$ cat config.mk
export PLATFORM = sky130hd
export DESIGN_NAME = cgdma_gate
export DESIGN_NICKNAME = d
export VERILOG_FILES = /design/src/verilog/cgdma_pkg.sv /design/src/verilog/cgdma_dec_if.sv /design/src/verilog/cgdma_decode.sv /design/src/verilog/cgdma_gate.sv /design/src/verilog/cgdma_sync.sv
export VERILOG_INCLUDE_DIRS = /design/src /design/src/verilog
export SDC_FILE = /design/constraint.sdc
export NUM_CORES = 1
export LEC_CHECK = 0
export ABC_AREA = 1
export BUFFER_PORTS_ARGS = -buffer_cell sky130_fd_sc_hd__clkbuf_2
export CAP_MARGIN = 10
export CORE_MARGIN = 4
export CORE_UTILIZATION = 58
export CTS_BUF_LIST = sky130_fd_sc_hd__clkbuf_2 sky130_fd_sc_hd__clkbuf_4 sky130_fd_sc_hd__clkbuf_8
export CTS_CLUSTER_DIAMETER = 100
export CTS_CLUSTER_SIZE = 24
export DETAILED_ROUTE_END_ITERATION = 12
export PLACE_DENSITY = 0.91
export SYNTH_ARGS = -nofsm -noshare
export SYNTH_HDL_FRONTEND = slang
export SYNTH_SLANG_ARGS = --single-unit
$ cat constraint.sdc
create_clock -name clk_sys_i -period 1.5 [get_ports clk_sys_i]
set_input_delay 0.225 -clock clk_sys_i [delete_from_list [all_inputs] [get_ports clk_sys_i]]
set_output_delay 0.225 -clock clk_sys_i [all_outputs]
set_load 0.02 [all_outputs]
$ cat src/verilog/cgdma_consts.svh
`ifndef CGDMA_CONSTS_SVH
`define CGDMA_CONSTS_SVH
// ************************************************
// Command word bit positions
// ************************************************
`define CGDMA_B_D0 0
`define CGDMA_B_D1 1
`define CGDMA_B_EOB 4
`define CGDMA_B_TERM 5
`define CGDMA_B_NULL 6
`define CGDMA_DATA_W 16
// ************************************************
// Source identifier fields
// ************************************************
`define CGDMA_FILE_REG 2'h1
`define CGDMA_FILE_MEM 2'h2
`define CGDMA_ID_IN 2'h0
`define CGDMA_ID_OUT 2'h1
`define CGDMA_ID_INIT 2'h2
`define CGDMA_ID_STAD 2'h3
`define CGDMA_RST_SID 6'h00
// ************************************************
// Defaults and synchroniser width
// ************************************************
`define CGDMA_DEV_ADDR 6'h01
`define CGDMA_REG_SET 2'h0
`define CGDMA_PAIR 4'h0
`define CGDMA_SYNC_W 33
`endif

$ cat src/verilog/cgdma_pkg.sv
package cgdma_pkg;
  typedef enum logic [1:0] {CGDMA_NOT_BUSY, CGDMA_BUSY_PEND, CGDMA_BUSY} cgdma_busy_t;
  typedef struct packed {
    cgdma_busy_t busy_st;
    logic cmd_prev;
    logic sync_prev;
    logic ubusy_prev;
    logic dreq_prev;
    logic sreq_prev;
    logic uq_prev;
    logic prio_cap;
    logic mode_latch;
    logic init_f;
    logic data_f;
    logic stad_f;
    logic init_s;
    logic data_s;
    logic stad_s;
    logic req;
    logic inproc;
    logic zero_en;
    logic set_si;
    logic int_stb;
    logic mode_sel;
    logic clr_stat_n;
    logic load_cmd;
    logic di_req;
    logic [5:0] sid;
    logic sid_en;
    logic prio_out;
  } cgdma_state_t;
endpackage : cgdma_pkg

$ cat src/verilog/cgdma_dec_if.sv
`timescale 1ns/100ps
interface cgdma_dec_if;
  logic cmd_act;
  logic busy;
  logic [15:0] data;
  logic select;
  logic control;
  logic end_of_block_flag;
  logic term;
  logic null_cmd;
  logic set_si;
  logic int_stb;
  logic mode_sel;
  logic load_cmd;
  logic dma_cmd;
  logic xfer_init;
  modport dec (input cmd_act, busy, data, output select, control, end_of_block_flag, term, null_cmd,
    set_si, int_stb, mode_sel, load_cmd, dma_cmd, xfer_init);
  modport gate (output cmd_act, busy, data, input select, control, end_of_block_flag, term, null_cmd,
    set_si, int_stb, mode_sel, load_cmd, dma_cmd, xfer_init);
endinterface : cgdma_dec_if

$ cat src/verilog/cgdma_decode.sv
`timescale 1ns/100ps
`include "cgdma_consts.svh"
module cgdma_decode (
  cgdma_dec_if.dec d
);
  import cgdma_pkg::*;

  always_comb begin
    logic ctl;
    logic stop;
    ctl = !d.data[`CGDMA_B_D0] && d.data[`CGDMA_B_D1];
    stop = ctl && (d.data[`CGDMA_B_EOB] || d.data[`CGDMA_B_TERM]);
    d.select = d.cmd_act && !d.data[`CGDMA_B_D0] && !d.data[`CGDMA_B_D1];
    d.control = d.cmd_act && ctl;
    d.end_of_block_flag = d.control && d.data[`CGDMA_B_EOB];
    d.term = d.control && d.data[`CGDMA_B_TERM];
    d.null_cmd = d.control && d.data[`CGDMA_B_NULL] && !stop;
    d.set_si = d.term && !d.busy;
    // Null command passes even while busy
    d.int_stb = d.cmd_act && !d.select && !stop
      && (!d.busy || (d.control && d.data[`CGDMA_B_NULL]));
    d.mode_sel = d.cmd_act && !d.busy && !stop;
    d.load_cmd = d.mode_sel && !d.null_cmd;
    d.dma_cmd = d.mode_sel && d.data[`CGDMA_B_D0] && d.data[`CGDMA_B_D1];
    d.xfer_init = d.mode_sel && d.data[`CGDMA_B_D0] && !d.data[`CGDMA_B_D1];
  end
endmodule : cgdma_decode

$ cat src/verilog/cgdma_gate.sv
`timescale 1ns/100ps
`include "cgdma_consts.svh"
module cgdma_gate #(
  parameter logic [5:0] DEV_ADDR = `CGDMA_DEV_ADDR,
  parameter logic [1:0] REG_SET = `CGDMA_REG_SET,
  parameter logic [3:0] PAIR_IDX = `CGDMA_PAIR
) (
  input wire logic clk_sys_i,
  input wire logic nrst_i,
  input wire logic ce_i,
  input wire logic icb_i,
  input wire logic io_sync_i,
  input wire logic io_output_i,
  input wire logic io_command_i,
  input wire logic [5:0] dev_addr_i,
  input wire logic [15:0] output_data_bits_i,
  input wire logic dma_update_queue_i,
  input wire logic unit_has_priority_i,
  input wire logic user_busy_status_i,
  input wire logic user_data_request_i,
  input wire logic store_address_request_i,
  input wire logic memory_file_i,
  input wire logic xfer_output_i,
  output logic set_service_interrupt_o,
  output logic interrupt_strobe_o,
  output logic mode_select_pulse_o,
  output logic clear_status_pulse_n_o,
  output logic load_command_reg_o,
  output logic register_io_mode_latch_o,
  output logic data_interrupt_o,
  output logic busy_o,
  output logic dma_request_out_o,
  output logic dma_priority_request_o,
  output logic [5:0] source_id_o,
  output logic source_id_en_o,
  output logic zero_address_enable_o,
  output logic unit_selected_o
);
  import cgdma_pkg::*;

  // ************************************************
  // Pin synchronisation
  // ************************************************
  logic [`CGDMA_SYNC_W-1:0] pins_w;
  logic io_sync;
  logic io_out;
  logic io_cmd;
  logic uq;
  logic prio;
  logic ubusy;
  logic dreq;
  logic sreq;
  logic mem_file;
  logic xout;
  logic icb;
  logic [5:0] addr;
  logic [15:0] data;

  cgdma_sync #(
    .W(`CGDMA_SYNC_W)
  ) u_sync (
    .clk_sys_i(clk_sys_i),
    .nrst_i(nrst_i),
    .ce_i(ce_i),
    .async_i({io_sync_i, io_output_i, io_command_i, dma_update_queue_i,
      unit_has_priority_i, user_busy_status_i, user_data_request_i,
      store_address_request_i, memory_file_i, xfer_output_i, icb_i,
      dev_addr_i, output_data_bits_i}),
    .sync_o(pins_w)
  );

  assign {io_sync, io_out, io_cmd, uq, prio, ubusy, dreq, sreq, mem_file, xout,
    icb, addr, data} = pins_w;

  // ************************************************
  // State and command decode
  // ************************************************
  cgdma_state_t st_reg;
  cgdma_state_t st_next;
  cgdma_dec_if dec_if();

  cgdma_decode u_dec (
    .d(dec_if)
  );

  logic busy_w;
  logic addr_zero;
  logic sel;
  logic cmd_lead;
  logic cmd_fall;
  logic sync_fall;
  logic ubusy_rise;
  logic dreq_rise;
  logic sreq_rise;
  logic uq_fall;
  logic xfer;
  logic zterm;
  logic any_f;

  assign busy_w = (st_reg.busy_st == CGDMA_BUSY);
  // Address zero counts only while zero enable is set
  assign addr_zero = st_reg.zero_en && (addr == 6'h00);
  assign sel = (addr == DEV_ADDR) || addr_zero;
  assign dec_if.cmd_act = sel && io_sync && io_cmd && io_out;
  assign dec_if.busy = busy_w;
  assign dec_if.data = data;

  assign cmd_lead = dec_if.cmd_act && !st_reg.cmd_prev;
  assign cmd_fall = !dec_if.cmd_act && st_reg.cmd_prev;
  assign sync_fall = !io_sync && st_reg.sync_prev;
  assign ubusy_rise = ubusy && !st_reg.ubusy_prev;
  assign dreq_rise = dreq && !st_reg.dreq_prev;
  assign sreq_rise = sreq && !st_reg.sreq_prev;
  assign uq_fall = !uq && st_reg.uq_prev;
  assign xfer = st_reg.req && !st_reg.inproc;
  // Automatic zero-address terminate from the CPU ends the transfer
  assign zterm = cmd_lead && dec_if.term && addr_zero;
  assign any_f = st_reg.init_f || st_reg.data_f || st_reg.stad_f;

  // ************************************************
  // Next state
  // ************************************************
  always_comb begin
    logic init_set;
    logic data_set;
    logic stad_set;
    logic req_clr;
    logic [1:0] kind;
    init_set = cmd_lead && dec_if.dma_cmd && !mem_file;
    data_set = dreq_rise && st_reg.mode_latch;
    stad_set = sreq_rise && !mem_file;
    req_clr = (uq_fall && st_reg.prio_cap) || zterm;
    kind = `CGDMA_ID_IN;
    if (st_reg.init_s) begin
      kind = `CGDMA_ID_INIT;
    end else if (st_reg.stad_s) begin
      kind = `CGDMA_ID_STAD;
    end else if (st_reg.data_s && xout) begin
      kind = `CGDMA_ID_OUT;
    end
    st_next = st_reg;
    if (ce_i) begin
      st_next.cmd_prev = dec_if.cmd_act;
      st_next.sync_prev = io_sync;
      st_next.ubusy_prev = ubusy;
      st_next.dreq_prev = dreq;
      st_next.sreq_prev = sreq;
      st_next.uq_prev = uq;
      if (uq) begin
        st_next.prio_cap = prio;
      end
      // Busy tracking
      unique case (st_reg.busy_st)
        CGDMA_NOT_BUSY: begin
          if (ubusy_rise) begin
            st_next.busy_st = io_sync ? CGDMA_BUSY_PEND : CGDMA_BUSY;
          end
        end
        CGDMA_BUSY_PEND: begin
          // Held off so the command in flight is not cut short
          if (cmd_fall || sync_fall) begin
            st_next.busy_st = CGDMA_BUSY;
          end
        end
        CGDMA_BUSY: begin
          if (!ubusy) begin
            st_next.busy_st = CGDMA_NOT_BUSY;
          end
        end
        default: begin
          st_next.busy_st = CGDMA_NOT_BUSY;
        end
      endcase
      // Command pulses, one cycle at the command leading edge; data interrupt pulse at the data request rise while the mode latch is clear
      st_next.set_si = cmd_lead && dec_if.set_si;
      st_next.int_stb = cmd_lead && dec_if.int_stb;
      st_next.mode_sel = cmd_lead && dec_if.mode_sel;
      st_next.clr_stat_n = !(cmd_lead && dec_if.mode_sel);
      st_next.load_cmd = cmd_lead && dec_if.load_cmd;
      st_next.di_req = dreq_rise && !st_reg.mode_latch;
      // Mode latch
      if (cmd_lead && dec_if.dma_cmd) begin
        st_next.mode_latch = 1'b1;
      end else if (cmd_lead && dec_if.xfer_init) begin
        st_next.mode_latch = 1'b0;
      end
      // First rank: a new source event wins over the clear
      st_next.init_f = init_set || (st_reg.init_f && !xfer);
      st_next.data_f = data_set || (st_reg.data_f && !xfer && !zterm);
      st_next.stad_f = stad_set || (st_reg.stad_f && !xfer);
      if (xfer) begin
        st_next.init_s = st_reg.init_f;
        st_next.data_s = st_reg.data_f;
        st_next.stad_s = st_reg.stad_f;
      end
      // Request flip-flop
      // A terminate in the same cycle must not re-arm the request
      if (any_f && !st_reg.inproc && !uq && !st_reg.req && !zterm) begin
        st_next.req = 1'b1;
      end else if (req_clr) begin
        st_next.req = 1'b0;
      end
      st_next.inproc = st_reg.req;
      // Zero-address enable
      if (uq_fall && st_reg.prio_cap && st_reg.data_s) begin
        st_next.zero_en = 1'b1;
      end else if (xfer && !st_reg.data_f) begin
        st_next.zero_en = 1'b0;
      end
      // Update queue answer
      st_next.prio_out = uq && st_reg.req;
      st_next.sid_en = uq && st_reg.req && prio;
      if (mem_file) begin
        st_next.sid = {PAIR_IDX, `CGDMA_FILE_MEM};
      end else begin
        st_next.sid = {REG_SET, kind, `CGDMA_FILE_REG};
      end
      if (icb) begin
        st_next.busy_st = CGDMA_NOT_BUSY;
        st_next.mode_latch = 1'b0;
        st_next.init_f = 1'b0;
        st_next.data_f = 1'b0;
        st_next.stad_f = 1'b0;
        st_next.init_s = 1'b0;
        st_next.data_s = 1'b0;
        st_next.stad_s = 1'b0;
        st_next.req = 1'b0;
        st_next.inproc = 1'b0;
        st_next.zero_en = 1'b0;
      end
    end
  end

  always_ff @(posedge clk_sys_i or negedge nrst_i) begin
    if (!nrst_i) begin
      st_reg <= '0;
      st_reg.clr_stat_n <= 1'b1;
      st_reg.sid <= `CGDMA_RST_SID;
    end else begin
      st_reg <= st_next;
    end
  end

  // ************************************************
  // Outputs
  // ************************************************
  assign set_service_interrupt_o = st_reg.set_si;
  assign interrupt_strobe_o = st_reg.int_stb;
  assign mode_select_pulse_o = st_reg.mode_sel;
  assign clear_status_pulse_n_o = st_reg.clr_stat_n;
  assign load_command_reg_o = st_reg.load_cmd;
  assign register_io_mode_latch_o = st_reg.mode_latch;
  assign data_interrupt_o = st_reg.di_req;
  assign busy_o = busy_w;
  assign dma_request_out_o = st_reg.req;
  assign dma_priority_request_o = st_reg.prio_out;
  assign source_id_o = st_reg.sid;
  assign source_id_en_o = st_reg.sid_en;
  assign zero_address_enable_o = st_reg.zero_en;
  assign unit_selected_o = sel;
endmodule : cgdma_gate

$ cat src/verilog/cgdma_sync.sv
`timescale 1ns/100ps
module cgdma_sync #(
  parameter int W = 1
) (
  input wire logic clk_sys_i,
  input wire logic nrst_i,
  input wire logic ce_i,
  input wire logic [W-1:0] async_i,
  output logic [W-1:0] sync_o
);
  import cgdma_pkg::*;
  typedef struct packed {
    logic [W-1:0] s2;
    logic [W-1:0] s1;
  } cgdma_sync_t;
  cgdma_sync_t st_reg;
  cgdma_sync_t st_next;

  always_comb begin
    st_next = st_reg;
    if (ce_i) begin
      st_next.s1 = async_i;
      st_next.s2 = st_reg.s1;
    end
  end

  always_ff @(posedge clk_sys_i or negedge nrst_i) begin
    if (!nrst_i) begin
      st_reg <= '0;
    end else begin
      st_reg <= st_next;
    end
  end

  assign sync_o = st_reg.s2;
endmodule : cgdma_sync
# == Yosys cells after proc, flatten, opt, wreduce, memory -nomap -nowiden ==
# Index checks and enable logic that the tools add are counted.
# totals
memories,0
ram_bits,0
ff_bits,99
wordCells,152
romBits,0
in_bits,36
output_inout_bits,19
latchBits,0
# classes
div_mod_pow,0
n_addsub,0
n_bitwise,0
n_shift,0
order_cmp,0
n_eq_ne,6
n_mul,0
muxes,18
n_reduce_logical,99
# op_table
op,n
$logic_and 1x1->1,56
$logic_not 1->1,21
$mux 2,7
$logic_or 1x1->1,10
$mux 10,1
$reduce_and 2->1,5
$reduce_bool 3->1,3
$mux 1,7
$eq 6x1->1 const B,1
$logic_not 6->1,1
$ne 3x2->1 const B,2
$pmux 2 s3,1
$mux 4,1
$reduce_and 4->1,1
$mux 3,1
$ne 3x3->1 const B,1
$eq 2x1->1 const B,1
$eq 2x2->1 const B,1
$logic_not 2->1,1
$reduce_bool 2->1,1

# == Logic depth before layout (Yosys ltp) ==
# logic_depth
word_depth,14
mapped_depth,11
mapped_depth_nobuf,11

# == By module ==
# Synthesis repeated with hierarchy kept, for this count alone.
# unflattened
hier_cells,533
hier_area_um2,4383.0
# by_module_without_submodules
module,area_per_inst_um2,seq_area_each_um2,instances,cells_each
cgdma_sync,2721.4,1651.6,1,312
cgdma_gate,1516.5,777.0,1,188
cgdma_decode,145.1,0.0,1,33

# == Worst setup path after synthesis ==
# No wires, ideal clock.
# synth_timing
path_type,flip-flop to flip-flop
from,register st_reg (netlist bit zero_address_enable_o)
to,register st_reg (netlist bit interrupt_strobe_o)
path_buffers,0
setup_ns,0.083
path_slack_ns,0.099
stages_incl_launch_ff,7
required_ns,1.417
arrival_time_ns,1.319
period_less_slack_ns,1.401
path_cell_list,dfrtp_1 -> o21ai_0 -> nor2_1 -> nand4_1 -> nand2_1 -> nand3_1 -> o21ai_0
# synth_via
elab_chain_cells,12
word_cells_on_any_way,16
classes_between,reduce/logical: 16
# synth_rtl
item,line,text
start: declaration,cgdma_gate.sv:78,cgdma_state_t st_reg;
start signal: assignment,cgdma_gate.sv:240,st_reg <= st_next;
$logic_and 1x1->1 *,cgdma_gate.sv:102,assign addr_zero = st_reg.zero_en && (addr == 6'h00);
$logic_or 1x1->1 *,cgdma_gate.sv:103,assign sel = (addr == DEV_ADDR) || addr_zero;
named net unit_selected_o,cgdma_gate.sv:37,output logic unit_selected_o
$logic_and 1x1->1 * (3 in a row),cgdma_gate.sv:104,assign dec_if.cmd_act = sel && io_sync && io_cmd && io_out;
$logic_and 1x1->1 (2 in a row),cgdma_decode.sv:13,d.select = d.cmd_act && !d.data[`CGDMA_B_D0] && !d.data[`CGDMA_B_D1];
$logic_not 1->1,cgdma_decode.sv:20,d.int_stb = d.cmd_act && !d.select && !stop
$logic_and 1x1->1 (3 in a row),cgdma_decode.sv:20,
$logic_and 1x1->1 *,cgdma_gate.sv:176,st_next.int_stb = cmd_lead && dec_if.int_stb;
# Mark *: on every way through the listed nets, which the timed path passes. The rest lies on a longest branch.
# A chain may end at the register's enable or synchronous reset.

# == Final worst setup path ==
# layout_timing
from,register u_sync.st_reg (netlist bit u_sync.sync_o[20])
to,output unit_selected_o
# layout_via
elab_chain_cells,3
word_cells_on_any_way,4
classes_between,eq/ne: 1; reduce/logical: 3
# layout_rtl
item,line,text
start: declaration,cgdma_sync.sv:16,cgdma_sync_t st_reg;
start signal: assignment,cgdma_sync.sv:31,st_reg <= st_next;
$logic_not 6->1,cgdma_gate.sv:102,
$logic_and 1x1->1,cgdma_gate.sv:102,
$logic_or 1x1->1 *,cgdma_gate.sv:103,
end: declaration,cgdma_gate.sv:37,
# Every way passes the cells marked *; elsewhere a longest branch is shown, timed or not.

==> qor.txt <==
status: finished clean
leakage: 1.902 nW
Crit Path Category: reg2out
Initial DRT Pass Iterations: 4
Sink Count: 75
crit path time final: 1.451 ns
Hold Path Origin: dev_addr_i[4]
CP max FO: 2
I/O Pins: 55
setup violators final: 0
Yosys cell types: 24
Core Area: 5172 µm²
RSZ-0062 raised after global routing: true
Die Width: 81.73 µm
buffer levels on the longest clock path: 2
Area Overhead vs Synth: 15.08%
routed len/inst: 12.79 µm
TritonCTS Buffers: 9
Yosys warning count: 0
Chip Height: 81.73 µm
share of layout cells above drive strength 1: 0.1923
Critical Path Sink Type: output port
vias in the first global route: 2414
setup ws final: 0.04855 ns
final period utilization: 0.9676
Fin Clk Skew: 0.01034 ns
power density over the cells: 1259 nW/µm²
DP HPWL: 4.158 mm
post-route ant nets: 0
CTS tree: yes
max cap viols: 0
Seq/Total Area, Yosys: 0.5956
nets: 447
Ant. Diodes: 0
FILL cells: 388
vias post-DR: 2478
Slew Viols, Final: 0
Final Hold Fails: 0
Yosys reg bits: 75
grt ovf: 0
# rows: 26
CTS H-Tree Depth: 3
area of the die: 6680 µm²
Worst-Skew Late Latency: 0.35 ns
DP Worst Slack: 0.09994 ns
Tightest Hold Check Type: in2reg
initial antenna violation count: 0
I/O Buffers: 41
worst r2r src: u_sync.sync_o[21]
FMAX: 689.0 MHz
synthesized area per cell: 8.545 µm²
Tot Pwr: 4.568 mW
first-pass GRT wire length: 10.55 mm
initial DRC count: 158
final wirelength: 6.218 mm
largest net degree at the start of global routing: 75
number of vias per cell: 5.099
routability cong.: 0.8443
Starting Density: 0.6096
Finished Cell Area: 3628 µm²
DRC: 0
Critical path origin: u_sync.sync_o[20]
mapped cell area: 3153 µm²
critical path required time: 1.27 ns
Total Routing Usage GR: 0.2084
Hold WS: 0.06906 ns
startpoint types: flop
CP Data Arrival Time: 1.23 ns
clock-pin slew on the worst setup and hold paths: 0.08 ns
Clock Root Buffer: clkbuf_8
Synth Instances: 369
Placed Area: 3411 µm²
Peak VDD IR: 0.6950 mV
routing by layer:
layer  wire, µm  track usage  part of all wire
met1       2798       0.2610              0.45
met3        286      0.04934             0.046
met2       3021       0.3481              0.49
met5          0            0                 0
met4        112      0.08472             0.018
path summary, 6_finish.rpt:
path	to	slack [ns]	cells past startpoint
worst max-delay path	unit_selected_o	0.05	4
worst min-delay path	u_sync.st_reg[20]	0.07	3
worst max register to register	register_io_mode_latch_o	0.11	10
worst min register to register	data_interrupt_o	0.45	1
max in group asynchronous	dma_request_out_o	0.57	3
min in group asynchronous	u_sync.st_reg[26]	0.36	2
final cells by class:
type                            count  area [µm²]  share of cell area
Clock inverter                      3       15.01            0.004138
Multi-Input combinational cell    240        1060              0.2921
Sequential cell                    75        1878              0.5176
Tap cell                           70       87.58             0.02414
Clock buffer                       13       153.9             0.04241
Timing Repair Buffer               49       299.0             0.08241
Inverter                           36       135.1             0.03724
synth_stat cells (all sizes together):
cell | number | area [µm²]
nand2 | 142 | 535.5
dfrtp | 74 | 1852
o21ai | 41 | 209.0
inv | 36 | 135.1
nor2 | 22 | 90.09
buf | 12 | 75.07
nand3 | 11 | 65.06
a21oi | 7 | 35.03
clkbuf | 7 | 26.28
o31ai | 5 | 37.54
nor3 | 3 | 15.01
nand4 | 2 | 12.51
o22ai | 2 | 12.51
a31oi | 1 | 6.260
conb | 1 | 3.750
dfstp | 1 | 26.28
o21a | 1 | 7.510
o41ai | 1 | 8.760
metrics by stage:
stage / setup TNS, ns / std cells / utilization
2_1_floorplan: 0 / 370 / -
3_3_place_gp: 0 / 467 / 0.6594
3_5_place_dp: 0 / 467 / 0.6594
4_1_cts: 0 / 484 / 0.6955
5_1_grt: -0.07153 / 486 / 0.7015
6_report: 0 / 486 / 0.7015
cells by family after synthesis:
| group | Yosys count | synth area share |
|---|---|---|
| other | 1 | 0.001189 |
| AO/OA/AOI/OAI | 58 | 0.1004 |
| AND/OR/NAND/NOR | 180 | 0.2278 |
| buffers and inverters | 55 | 0.07500 |
| flip-flops | 75 | 0.5956 |
report_power, final:
group | switching [mW] | internal, mW
Sequential | 0.167 | 2.25
Clock | 0.696 | 0.667
Combinational | 0.523 | 0.263
cells in the final DEF (no fill, tap or decap):
cell type and n:
o41ai_1 1, dfrtp_1 74, a31oi_1 1, buf_4 5
buf_2 1, a21oi_1 7, clkbuf_8 9, o31ai_1 5
o22ai_1 2, inv_2 6, o21a_1 1, nand3_1 8
buf_6 1, nand2_1 141, nor3_1 3, o21ai_2 1
nand4_1 2, nand3_2 3, dfstp_2 1, nor2_1 18
o21ai_1 2, conb_1 2, o21ai_0 38, clkbuf_4 4
clkbuf_2 39, nand2_2 1, inv_1 30, buf_12 2
nor2_4 2, dlygate4sd3_1 1, clkinv_2 3, nor2_2 2
critical path, stage by stage, from the launching register on:
cell,delay (ns)
dfrtp_1,0.39
nor2_1,0.11
nand2_1,0.09
nor2_2,0.15
buf_6,0.14
repair_timing:
item | in CTS | in global routing
hold endpoints to repair | 17 | 0
hold buffers | 1 | 0
gates resized for setup | 3 | 11
setup buffers | 0 | 2
gates cloned | 0 | 0
setup endpoints to repair | 2 | 11
pin swaps | 0 | 5
No activity file was read; power rests on OpenSTA's default activity.
